==> config.mk <==
export PLATFORM = sky130hd
export DESIGN_NAME = etr_clb_ram
export DESIGN_NICKNAME = d
export VERILOG_FILES = /design/src/design/etr_pkg.sv /design/src/design/etr_clb_ram.sv
export SDC_FILE = /design/constraint.sdc
export NUM_CORES = 1
export LEC_CHECK = 0
export BUFFER_PORTS_ARGS = -buffer_cell sky130_fd_sc_hd__buf_2
export CELL_PAD_IN_SITES_DETAIL_PLACEMENT = 0
export CELL_PAD_IN_SITES_GLOBAL_PLACEMENT = 1
export CORE_ASPECT_RATIO = 1.25
export CORE_MARGIN = 5
export CORE_UTILIZATION = 48
export CTS_CLUSTER_DIAMETER = 60
export DETAILED_ROUTE_END_ITERATION = 6
export PLACE_DENSITY = 0.81
export SYNTH_ARGS = -nofsm -noshare
export SYNTH_HDL_FRONTEND = slang
export SYNTH_SLANG_ARGS = --single-unit
==> constraint.sdc <==
create_clock -name hclk -period 7.2 [get_ports hclk]
set_input_delay 1.44 -clock hclk [delete_from_list [all_inputs] [get_ports hclk]]
set_output_delay 1.44 -clock hclk [all_outputs]
set_load 0.02 [all_outputs]
==> src/design/etr_pkg.sv <==
`default_nettype none

package etr_pkg;

    // ****************************************************************
    // Bus map
    // ****************************************************************
    localparam logic [7:0] ETR_CTRL_OFS   = 8'h00;
    localparam logic [7:0] ETR_STATUS_OFS = 8'h04;
    localparam logic [7:0] ETR_INIT_F_OFS = 8'h08;
    localparam logic [7:0] ETR_INIT_G_OFS = 8'h0c;

    // ****************************************************************
    // Control register fields
    // ****************************************************************
    localparam int ETR_MODE_LSB    = 0;
    localparam int ETR_DEPTH_LSB   = 2;
    localparam int ETR_FALL_BIT    = 4;
    localparam int ETR_FFOPP_BIT   = 5;
    localparam int ETR_DSEL_BIT    = 6;
    localparam int ETR_FFX_SRC_LSB = 7;
    localparam int ETR_FFY_SRC_LSB = 9;
    localparam int ETR_HTAB_LSB    = 16;
    localparam logic [31:0] ETR_CTRL_RST = 32'h0000_0001;

    // Status register fields
    localparam int ETR_ST_WCLK_BIT  = 8;
    localparam int ETR_ST_STALL_BIT = 9;
    localparam int ETR_ST_CNT_LSB   = 16;

    // Contents after reset (configuration preload)
    localparam logic [15:0] ETR_INIT_F_RST = 16'h0000;
    localparam logic [15:0] ETR_INIT_G_RST = 16'h0000;

    // ****************************************************************
    // Modes, depths, flip-flop sources
    // ****************************************************************
    localparam logic [1:0] ETR_MODE_LEVEL = 2'h0;
    localparam logic [1:0] ETR_MODE_EDGE  = 2'h1;
    localparam logic [1:0] ETR_MODE_DUAL  = 2'h2;
    localparam logic [1:0] ETR_MODE_LOGIC = 2'h3;

    localparam logic [1:0] ETR_DEPTH_16X2 = 2'h0;
    localparam logic [1:0] ETR_DEPTH_16X1 = 2'h1;
    localparam logic [1:0] ETR_DEPTH_32X1 = 2'h2;

    localparam logic [1:0] ETR_SRC_F  = 2'h0;
    localparam logic [1:0] ETR_SRC_G  = 2'h1;
    localparam logic [1:0] ETR_SRC_H  = 2'h2;
    localparam logic [1:0] ETR_SRC_D0 = 2'h3;

    // ****************************************************************
    // Timing
    // ****************************************************************
    localparam int ETR_CLK_PERIOD_NS     = 5;
    localparam int ETR_POST_EDGE_MAX_NS  = 1_000_000;
    localparam int ETR_POST_EDGE_MAX_CYC =
        ETR_POST_EDGE_MAX_NS / ETR_CLK_PERIOD_NS;

endpackage : etr_pkg

`default_nettype wire

==> src/design/etr_clb_ram.sv <==
// The register addresses and the AHB-Lite register port are this design's own decisions.
`default_nettype none

module etr_clb_ram
    import etr_pkg::*;
#(
    parameter int STALL_LIMIT = etr_pkg::ETR_POST_EDGE_MAX_CYC
) (
    input  wire logic        hclk,
    input  wire logic        hresetn,
    input  wire logic        hsel,
    input  wire logic [31:0] haddr,
    input  wire logic [1:0]  htrans,
    input  wire logic        hwrite,
    input  wire logic [2:0]  hsize,
    input  wire logic [31:0] hwdata,
    input  wire logic        hready,
    output logic             hreadyout,
    output logic             hresp,
    output logic [31:0]      hrdata,
    input  wire logic        wclk,
    input  wire logic        write_enable,
    input  wire logic [3:0]  addr,
    input  wire logic [3:0]  dp_read_addr,
    input  wire logic        lower_data_input,
    input  wire logic        upper_data_input,
    output logic             single_port_read_out,
    output logic             dual_port_read_out,
    output logic             h_out,
    output logic             ffx_q,
    output logic             ffy_q
);

    // ****************************************************************
    // Bus slave
    // ****************************************************************
    logic        dp_wr_r;
    logic [7:0]  dp_ofs_r;
    logic [31:0] ctrl_r;
    logic [31:0] hrdata_r;
    logic        stall_r;
    logic [7:0]  wr_cnt_r;
    logic [4:0]  last_addr_r;
    logic [15:0] mem_f_r;
    logic [15:0] mem_g_r;
    logic [2:0]  wclk_s_r;

    wire addr_ok = hsel && hready && htrans[1];
    wire wr_ctrl = dp_wr_r && (dp_ofs_r == ETR_CTRL_OFS);
    wire wr_stat = dp_wr_r && (dp_ofs_r == ETR_STATUS_OFS);
    wire wr_initf = dp_wr_r && (dp_ofs_r == ETR_INIT_F_OFS);
    wire wr_initg = dp_wr_r && (dp_ofs_r == ETR_INIT_G_OFS);

    wire [31:0] status_w = {8'h00, wr_cnt_r, 6'h00, stall_r,
                            wclk_s_r[1], 3'h0, last_addr_r};
    wire [7:0]  rd_ofs = {haddr[7:2], 2'b00};
    wire        in_map = (haddr[31:8] == 24'h00_0000);
    wire [31:0] rd_mux =
        !in_map                        ? 32'h0000_0000 :
        (rd_ofs == ETR_CTRL_OFS)       ? ctrl_r :
        (rd_ofs == ETR_STATUS_OFS)     ? status_w :
        (rd_ofs == ETR_INIT_F_OFS)     ? {16'h0000, mem_f_r} :
        (rd_ofs == ETR_INIT_G_OFS)     ? {16'h0000, mem_g_r} :
                                         32'h0000_0000;

    assign hreadyout = 1'b1;
    assign hresp     = 1'b0;
    assign hrdata    = hrdata_r;

    always_ff @(posedge hclk or negedge hresetn) begin
        if (!hresetn) begin
            dp_wr_r  <= 1'b0;
            dp_ofs_r <= 8'h00;
            hrdata_r <= 32'h0000_0000;
        end else begin
            dp_wr_r  <= addr_ok && hwrite && in_map;
            dp_ofs_r <= rd_ofs;
            if (addr_ok && !hwrite) begin
                hrdata_r <= rd_mux;
            end
        end
    end

    always_ff @(posedge hclk or negedge hresetn) begin
        if (!hresetn) begin
            ctrl_r <= ETR_CTRL_RST;
        end else if (wr_ctrl) begin
            ctrl_r <= hwdata;
        end
    end

    // ****************************************************************
    // Configuration decode
    // ****************************************************************
    wire [1:0] mode   = ctrl_r[ETR_MODE_LSB +: 2];
    wire [1:0] depth  = ctrl_r[ETR_DEPTH_LSB +: 2];
    wire       fall   = ctrl_r[ETR_FALL_BIT];
    wire       ff_opp = ctrl_r[ETR_FFOPP_BIT];
    wire       dsel   = ctrl_r[ETR_DSEL_BIT];
    wire [1:0] xsrc   = ctrl_r[ETR_FFX_SRC_LSB +: 2];
    wire [1:0] ysrc   = ctrl_r[ETR_FFY_SRC_LSB +: 2];
    wire [7:0] htab   = ctrl_r[ETR_HTAB_LSB +: 8];

    wire m_level = (mode == ETR_MODE_LEVEL);
    wire m_dual  = (mode == ETR_MODE_DUAL);
    wire m_logic = (mode == ETR_MODE_LOGIC);
    // Dual port always runs as 16x1, whatever depth says
    wire d_32 = !m_dual && (depth == ETR_DEPTH_32X1);
    wire d_1  = !m_dual && (depth == ETR_DEPTH_16X1);

    // ****************************************************************
    // Write clock sampling and edge detection
    // ****************************************************************
    // The clock pin is foreign to hclk: two stages, then a history stage
    // Address, data and enable are delayed two stages to stay aligned
    logic [3:0] p1_addr_r;
    logic [3:0] p2_addr_r;
    logic [1:0] p1_d_r;
    logic [1:0] p2_d_r;
    logic       p1_we_r;
    logic       p2_we_r;

    always_ff @(posedge hclk or negedge hresetn) begin
        if (!hresetn) begin
            wclk_s_r  <= 3'h0;
            p1_addr_r <= 4'h0;
            p2_addr_r <= 4'h0;
            p1_d_r    <= 2'h0;
            p2_d_r    <= 2'h0;
            p1_we_r   <= 1'b0;
            p2_we_r   <= 1'b0;
        end else begin
            wclk_s_r  <= {wclk_s_r[1:0], wclk};
            p1_addr_r <= addr;
            p2_addr_r <= p1_addr_r;
            p1_d_r    <= {upper_data_input, lower_data_input};
            p2_d_r    <= p1_d_r;
            p1_we_r   <= write_enable;
            p2_we_r   <= p1_we_r;
        end
    end

    wire rise = wclk_s_r[1] && !wclk_s_r[2];
    wire fell = !wclk_s_r[1] && wclk_s_r[2];
    wire ram_edge = fall ? fell : rise;
    wire ff_edge = (fall ^ ff_opp) ? fell : rise;

    // ****************************************************************
    // Capture and internal write pulse
    // ****************************************************************
    logic [3:0] cap_addr_r;
    logic [1:0] cap_d_r;
    logic       cap_we_r;
    logic       wpulse_r;

    // Level mode writes each cycle the enable is high; logic mode never
    wire cap_en = !m_logic && (m_level || ram_edge);

    always_ff @(posedge hclk or negedge hresetn) begin
        if (!hresetn) begin
            cap_addr_r <= 4'h0;
            cap_d_r    <= 2'h0;
            cap_we_r   <= 1'b0;
            wpulse_r   <= 1'b0;
        end else begin
            wpulse_r <= cap_en && p2_we_r;
            if (cap_en) begin
                cap_addr_r <= p2_addr_r;
                cap_d_r    <= p2_d_r;
                cap_we_r   <= p2_we_r;
            end
        end
    end

    wire wr_go = wpulse_r && cap_we_r;
    wire cap_a4 = cap_d_r[1];
    wire data_f = (d_1 && dsel) ? cap_d_r[1] : cap_d_r[0];
    wire data_g = (m_dual || d_32) ? data_f : cap_d_r[1];
    wire sel_f = d_32 ? !cap_a4 : 1'b1;
    wire sel_g = d_32 ? cap_a4 : (m_dual || !d_1);

    // ****************************************************************
    // Storage, two flip-flops per entry (one in F, one in G)
    // ****************************************************************
    genvar gi;
    generate
        for (gi = 0; gi < 16; gi++) begin : g_entry
            wire hit = wr_go && (cap_addr_r == 4'(gi));
            always_ff @(posedge hclk or negedge hresetn) begin
                if (!hresetn) begin
                    mem_f_r[gi] <= ETR_INIT_F_RST[gi];
                    mem_g_r[gi] <= ETR_INIT_G_RST[gi];
                end else begin
                    // Configuration load overrides a user write
                    if (wr_initf) begin
                        mem_f_r[gi] <= hwdata[gi];
                    end else if (hit && sel_f) begin
                        mem_f_r[gi] <= data_f;
                    end
                    if (wr_initg) begin
                        mem_g_r[gi] <= hwdata[gi];
                    end else if (hit && sel_g) begin
                        mem_g_r[gi] <= data_g;
                    end
                end
            end
        end
    endgenerate

    // ****************************************************************
    // Combinational read path
    // ****************************************************************
    // No clock in the read path: outputs follow addr immediately
    wire f_out = mem_f_r[addr];
    wire [3:0] g_addr = m_dual ? dp_read_addr : addr;
    wire g_out = mem_g_r[g_addr];

    assign single_port_read_out =
        (d_32 && upper_data_input) ? g_out : f_out;
    assign dual_port_read_out = g_out;
    assign h_out = htab[{upper_data_input, g_out, f_out}];

    // ****************************************************************
    // Block flip-flops on the shared clock pin
    // ****************************************************************
    wire [3:0] ff_src = {lower_data_input, h_out, g_out, f_out};
    logic ffx_r;
    logic ffy_r;

    always_ff @(posedge hclk or negedge hresetn) begin
        if (!hresetn) begin
            ffx_r <= 1'b0;
            ffy_r <= 1'b0;
        end else if (ff_edge) begin
            ffx_r <= ff_src[xsrc];
            ffy_r <= ff_src[ysrc];
        end
    end

    assign ffx_q = ffx_r;
    assign ffy_q = ffy_r;

    // ****************************************************************
    // Post-edge phase watch and status
    // ****************************************************************
    // A clock parked in its post-edge phase can damage the part, so in edge and dual mode a
    // sticky flag reports it; software clears it by writing a one
    logic [31:0] ph_cnt_r;
    wire post_phase = (wclk_s_r[1] == !fall);
    wire stall_hit = post_phase && (ph_cnt_r == 32'(STALL_LIMIT - 1));

    always_ff @(posedge hclk or negedge hresetn) begin
        if (!hresetn) begin
            ph_cnt_r <= 32'h0000_0000;
        end else if (!post_phase || m_logic || m_level) begin
            ph_cnt_r <= 32'h0000_0000;
        end else if (!stall_hit) begin
            ph_cnt_r <= ph_cnt_r + 32'h0000_0001;
        end
    end

    always_ff @(posedge hclk or negedge hresetn) begin
        if (!hresetn) begin
            stall_r <= 1'b0;
        end else if (stall_hit && !m_logic && !m_level) begin
            stall_r <= 1'b1;
        end else if (wr_stat && hwdata[ETR_ST_STALL_BIT]) begin
            stall_r <= 1'b0;
        end
    end

    always_ff @(posedge hclk or negedge hresetn) begin
        if (!hresetn) begin
            wr_cnt_r    <= 8'h00;
            last_addr_r <= 5'h00;
        end else if (wr_go) begin
            wr_cnt_r    <= wr_cnt_r + 8'h01;
            last_addr_r <= {d_32 & cap_a4, cap_addr_r};
        end
    end

    wire unused_ok = &{1'b0, hsize, haddr[1:0]};

endmodule : etr_clb_ram

`default_nettype wire

==> qor.csv <==
stage,metric,value,unit
synth,synthAdderAreaFrac,0.421,%
floorplan,start_util,49.2,%
layout,regArea,0.00441,mm²
setup_path,rr_endpoint,ffy_q,
power,pwr-share-seq,49.5,%
layout,final_common_cell,dfrtp_1,
setup_path,crit_path_max_fanout,8,
synth,avgSynthCellArea,10.7,µm²
clock_network,numCtsBuffers,17,
synth,syn-instance-count,776,
route,drc,0,
synth,yosys-mux-area-fraction,11.6,%
power,vdd_drop_max,0.173,mV
global_routing,grt_max_degree,85,
floorplan,core_area,0.0169,mm²
sta,finalCriticalPeriod,5230,ps
setup_path,startpoint,addr[0],
sta,slew_headroom,47.3,%
synth,synth_top_family_by_area,simple AND/OR/NAND/NOR gates,
run,drv_cap,0,
clock_network,cts_buffer_depth,2,
power,powerDensity,235,mW/mm²
global_routing,grt_pass1_vias,6757,
min_path,min_path_type,flip-flop to flip-flop,
setup_path,cpLargestDelayFamily,multiplexers,
route,drt_iter0_drc,480,
route,wl_per_cell,19.7,µm
layout,final_cell_mix,"dfrtp_1 (175), buf_2 (115), nand2_1 (102), nor2_1 (57), o21ai_0 (51)",
global_routing,grt_pass1_wl,35100,µm
setup_path,path_cells,"buf_2, mux4_2, nand2_1, nand2_1, o21ai_1, mux4_2, mux2i_2, inv_1, buf_2",
sta,final.setup.tns,0,ps
synth,synth_xor_area_share,3.58,%
floorplan,die-height,157,µm
sta,worstMarginPinSlew,782,ps
synth,syn_area,0.00831,mm²
power,intPower,1.65,mW
sta,clock_skew,12.8,ps
setup_path,worst_ep_required_time,5760,ps
power,leakagePower,4.34,nW
sta,period_share,72.7,%
synth,synth-main-ff-cell,dfrtp_1,
clock_network,insertion_delay,450,ps
synth,yosys_warnings,0,
setup_path,endpoint_kind,output pin,
setup_path,cp.arrival,3790,ps
setup_path,path_depth,9,
synth,synth_compound_area_share,11.8,%
route,drtPass1Iterations,5,
synth,synthArstFlopShare,100,%
sta,setup_viol,0,
route,ant_nets,0,
setup_path,ff2ff_path_depth,7,
placement,dp_hpwl,15500,µm
setup_path,critPathSlowestCell,mux4_2,
layout,multi_input_area,0.00366,mm²
synth,synth_enable_flop_cells,0,
clock_network,cts-resized-gates,0,
route,vias,6474,
layout,diodes,0,
power,p_clk_share,41.0,%
sta,finalHoldViolCount,0,
setup_path,rrSetupSlack,4560,ps
clock_network,clock-sinks,176,
placement,io_buffers,116,
setup_path,cp-start-kind,input pin,
placement,gp_congestion,0.890,
power,p_sw_share,27.6,%
setup_path,max_stage_delay,570,ps
setup_path,cp_num_buf_inv,3,
floorplan,die_w,128,µm
layout,nNetsFinal,966,
sta,clock.fmax,191,MHz
floorplan,dieArea,0.0201,mm²
clock_network,cts_tree,built,
clock_network,post-cts-setup-buffer-count,0,
sta,rsz0062_at_grt,no,
sta,whs,354,ps
clock_network,clk_pin_slew,70,ps
synth,syn_nets,864,
synth,ys_ff_latch,176,
global_routing,grt_antenna_before_repair,0,
global_routing,grt_overflow_total,0,
outcome,run_status,"complete, no violations",
synth,synthSimpleGateAreaFrac,16.4,%
layout,fillers,1446,
clock_network,h-tree-depth,4,
setup_path,endpoint,h_out,
synth,seq_area_frac_synth,53.0,%
clock_network,cts_hold_buf,0,
setup_path,setup.worst_path.class,input pin to output pin,
sta,slew_viol_final,0,
floorplan,ioPinCount,125,
synth,ys_types,61,
route,avgViaCountPerCell,5.83,
setup_path,r2r-start,ctrl_r[1],
route,wirelength,21900,µm
floorplan,num_rows,53,
clock_network,cts_root_buf,clkbuf_16,
power,p_switching,0.627,mW
global_routing,grt_usage,22.3,%
power,p_comb_share,9.5,%
layout,drive_gt1_share,24.7,%
layout,syn2layout_area_growth,16.2,%
-- metrics by stage --
step | area, µm² | utilization [%] | total power, mW | std cells | setup WS (ps)
finish | 9660 | 57.1 | 2.27 | 1111 | 1970
global route | 9660 | 57.1 | 2.37 | 1111 | 1910
CTS | 9660 | 57.1 | 2.29 | 1111 | 2000
detailed placement | 9060 | 53.6 | 1.36 | 1079 | 2010
global placement | 9060 | 53.6 | 1.35 | 1079 | 2010
floorplan | 8310 | - | 1.25 | 776 | 2610
-- state kept, by name (all words and copies together) (netlist names), 3 cells and up --
signal and count:
mem_f_r 16, cap_addr_r 4, dp_ofs_r 6, p1_addr_r 4
wclk_s_r 3, wr_cnt_r 8, hrdata 32, ph_cnt_r 32
ctrl_r 32, last_addr_r 5, mem_g_r 16, p2_addr_r 4
-- final cells by class --
cell class | count | area share, %
Sequential cell | 176 | 45.6
Multi-Input combinational cell | 540 | 37.9
Timing Repair Buffer | 124 | 6.70
Clock buffer | 18 | 4.44
Tap cell | 220 | 2.85
Clock inverter | 14 | 1.71
Inverter | 19 | 0.739
-- cells in the mapped netlist, types with 3 or more instances --
cell type / number / area, µm²
dfrtp_1: 175 / 4380
nand2_1: 102 / 383
nor2_1: 57 / 214
o21ai_0: 51 / 255
mux2_2: 41 / 462
mux2i_1: 31 / 310
clkbuf_1: 28 / 105
a21oi_1: 20 / 100
o221ai_1: 20 / 175
xor2_1: 20 / 175
inv_1: 19 / 71.3
nand3_1: 19 / 95.1
nor3_1: 16 / 80.1
xnor2_1: 14 / 123
a221o_1: 12 / 120
nor4_1: 12 / 75.1
or3_1: 12 / 75.1
nand4_1: 10 / 62.6
and3_1: 9 / 56.3
nand2b_1: 9 / 56.3
a222oi_1: 8 / 80.1
a22o_1: 8 / 70.1
buf_2: 8 / 40.0
nor2b_1: 8 / 50.1
mux4_2: 6 / 135
and2_1: 5 / 31.3
a22oi_1: 4 / 30.0
a31oi_1: 4 / 25.0
nor4b_1: 3 / 26.3
-- worst min path at each step --
stage	from	to	slack (ps)	cells after the start
global placement	p1_addr_r[2]	p2_addr_r[2]	330	0
floorplan	p1_addr_r[0]	p2_addr_r[0]	330	0
detailed placement	p1_addr_r[0]	p2_addr_r[0]	330	0
finish	p1_addr_r[2]	p2_addr_r[2]	350	0
global route	p1_addr_r[0]	p2_addr_r[0]	360	0
CTS	wclk_s_r[0]	wclk_s_r[1]	350	0
-- layer usage --
metal  global-route usage, %  wire length (µm)
met5                       0                 0
met4                    8.19               461
met3                    4.55              1220
met2                    37.3             10800
met1                    28.8              9430
-- power by group through the flow --
stage          combinational (mW)  clock [mW]  sequential (mW)
3_5_place_dp                0.216           0             1.14
3_3_place_gp                0.209           0             1.14
5_1_grt                     0.240       0.995             1.13
2_1_floorplan               0.134           0             1.11
6_report                    0.216       0.932             1.13
4_1_cts                     0.217       0.951             1.12
-- cells by family (layout without fill, tap and decap cells) --
family          Yosys count  after routing
fa+ha+maj                 3              3
buf+inv                  60            175
compound gates          142            142
xor+xnor                 34             34
other cells               2              2
flops                   176            176
simple gates            277            277
mux                      82             82
No activity file was read; power rests on OpenSTA's default activity.
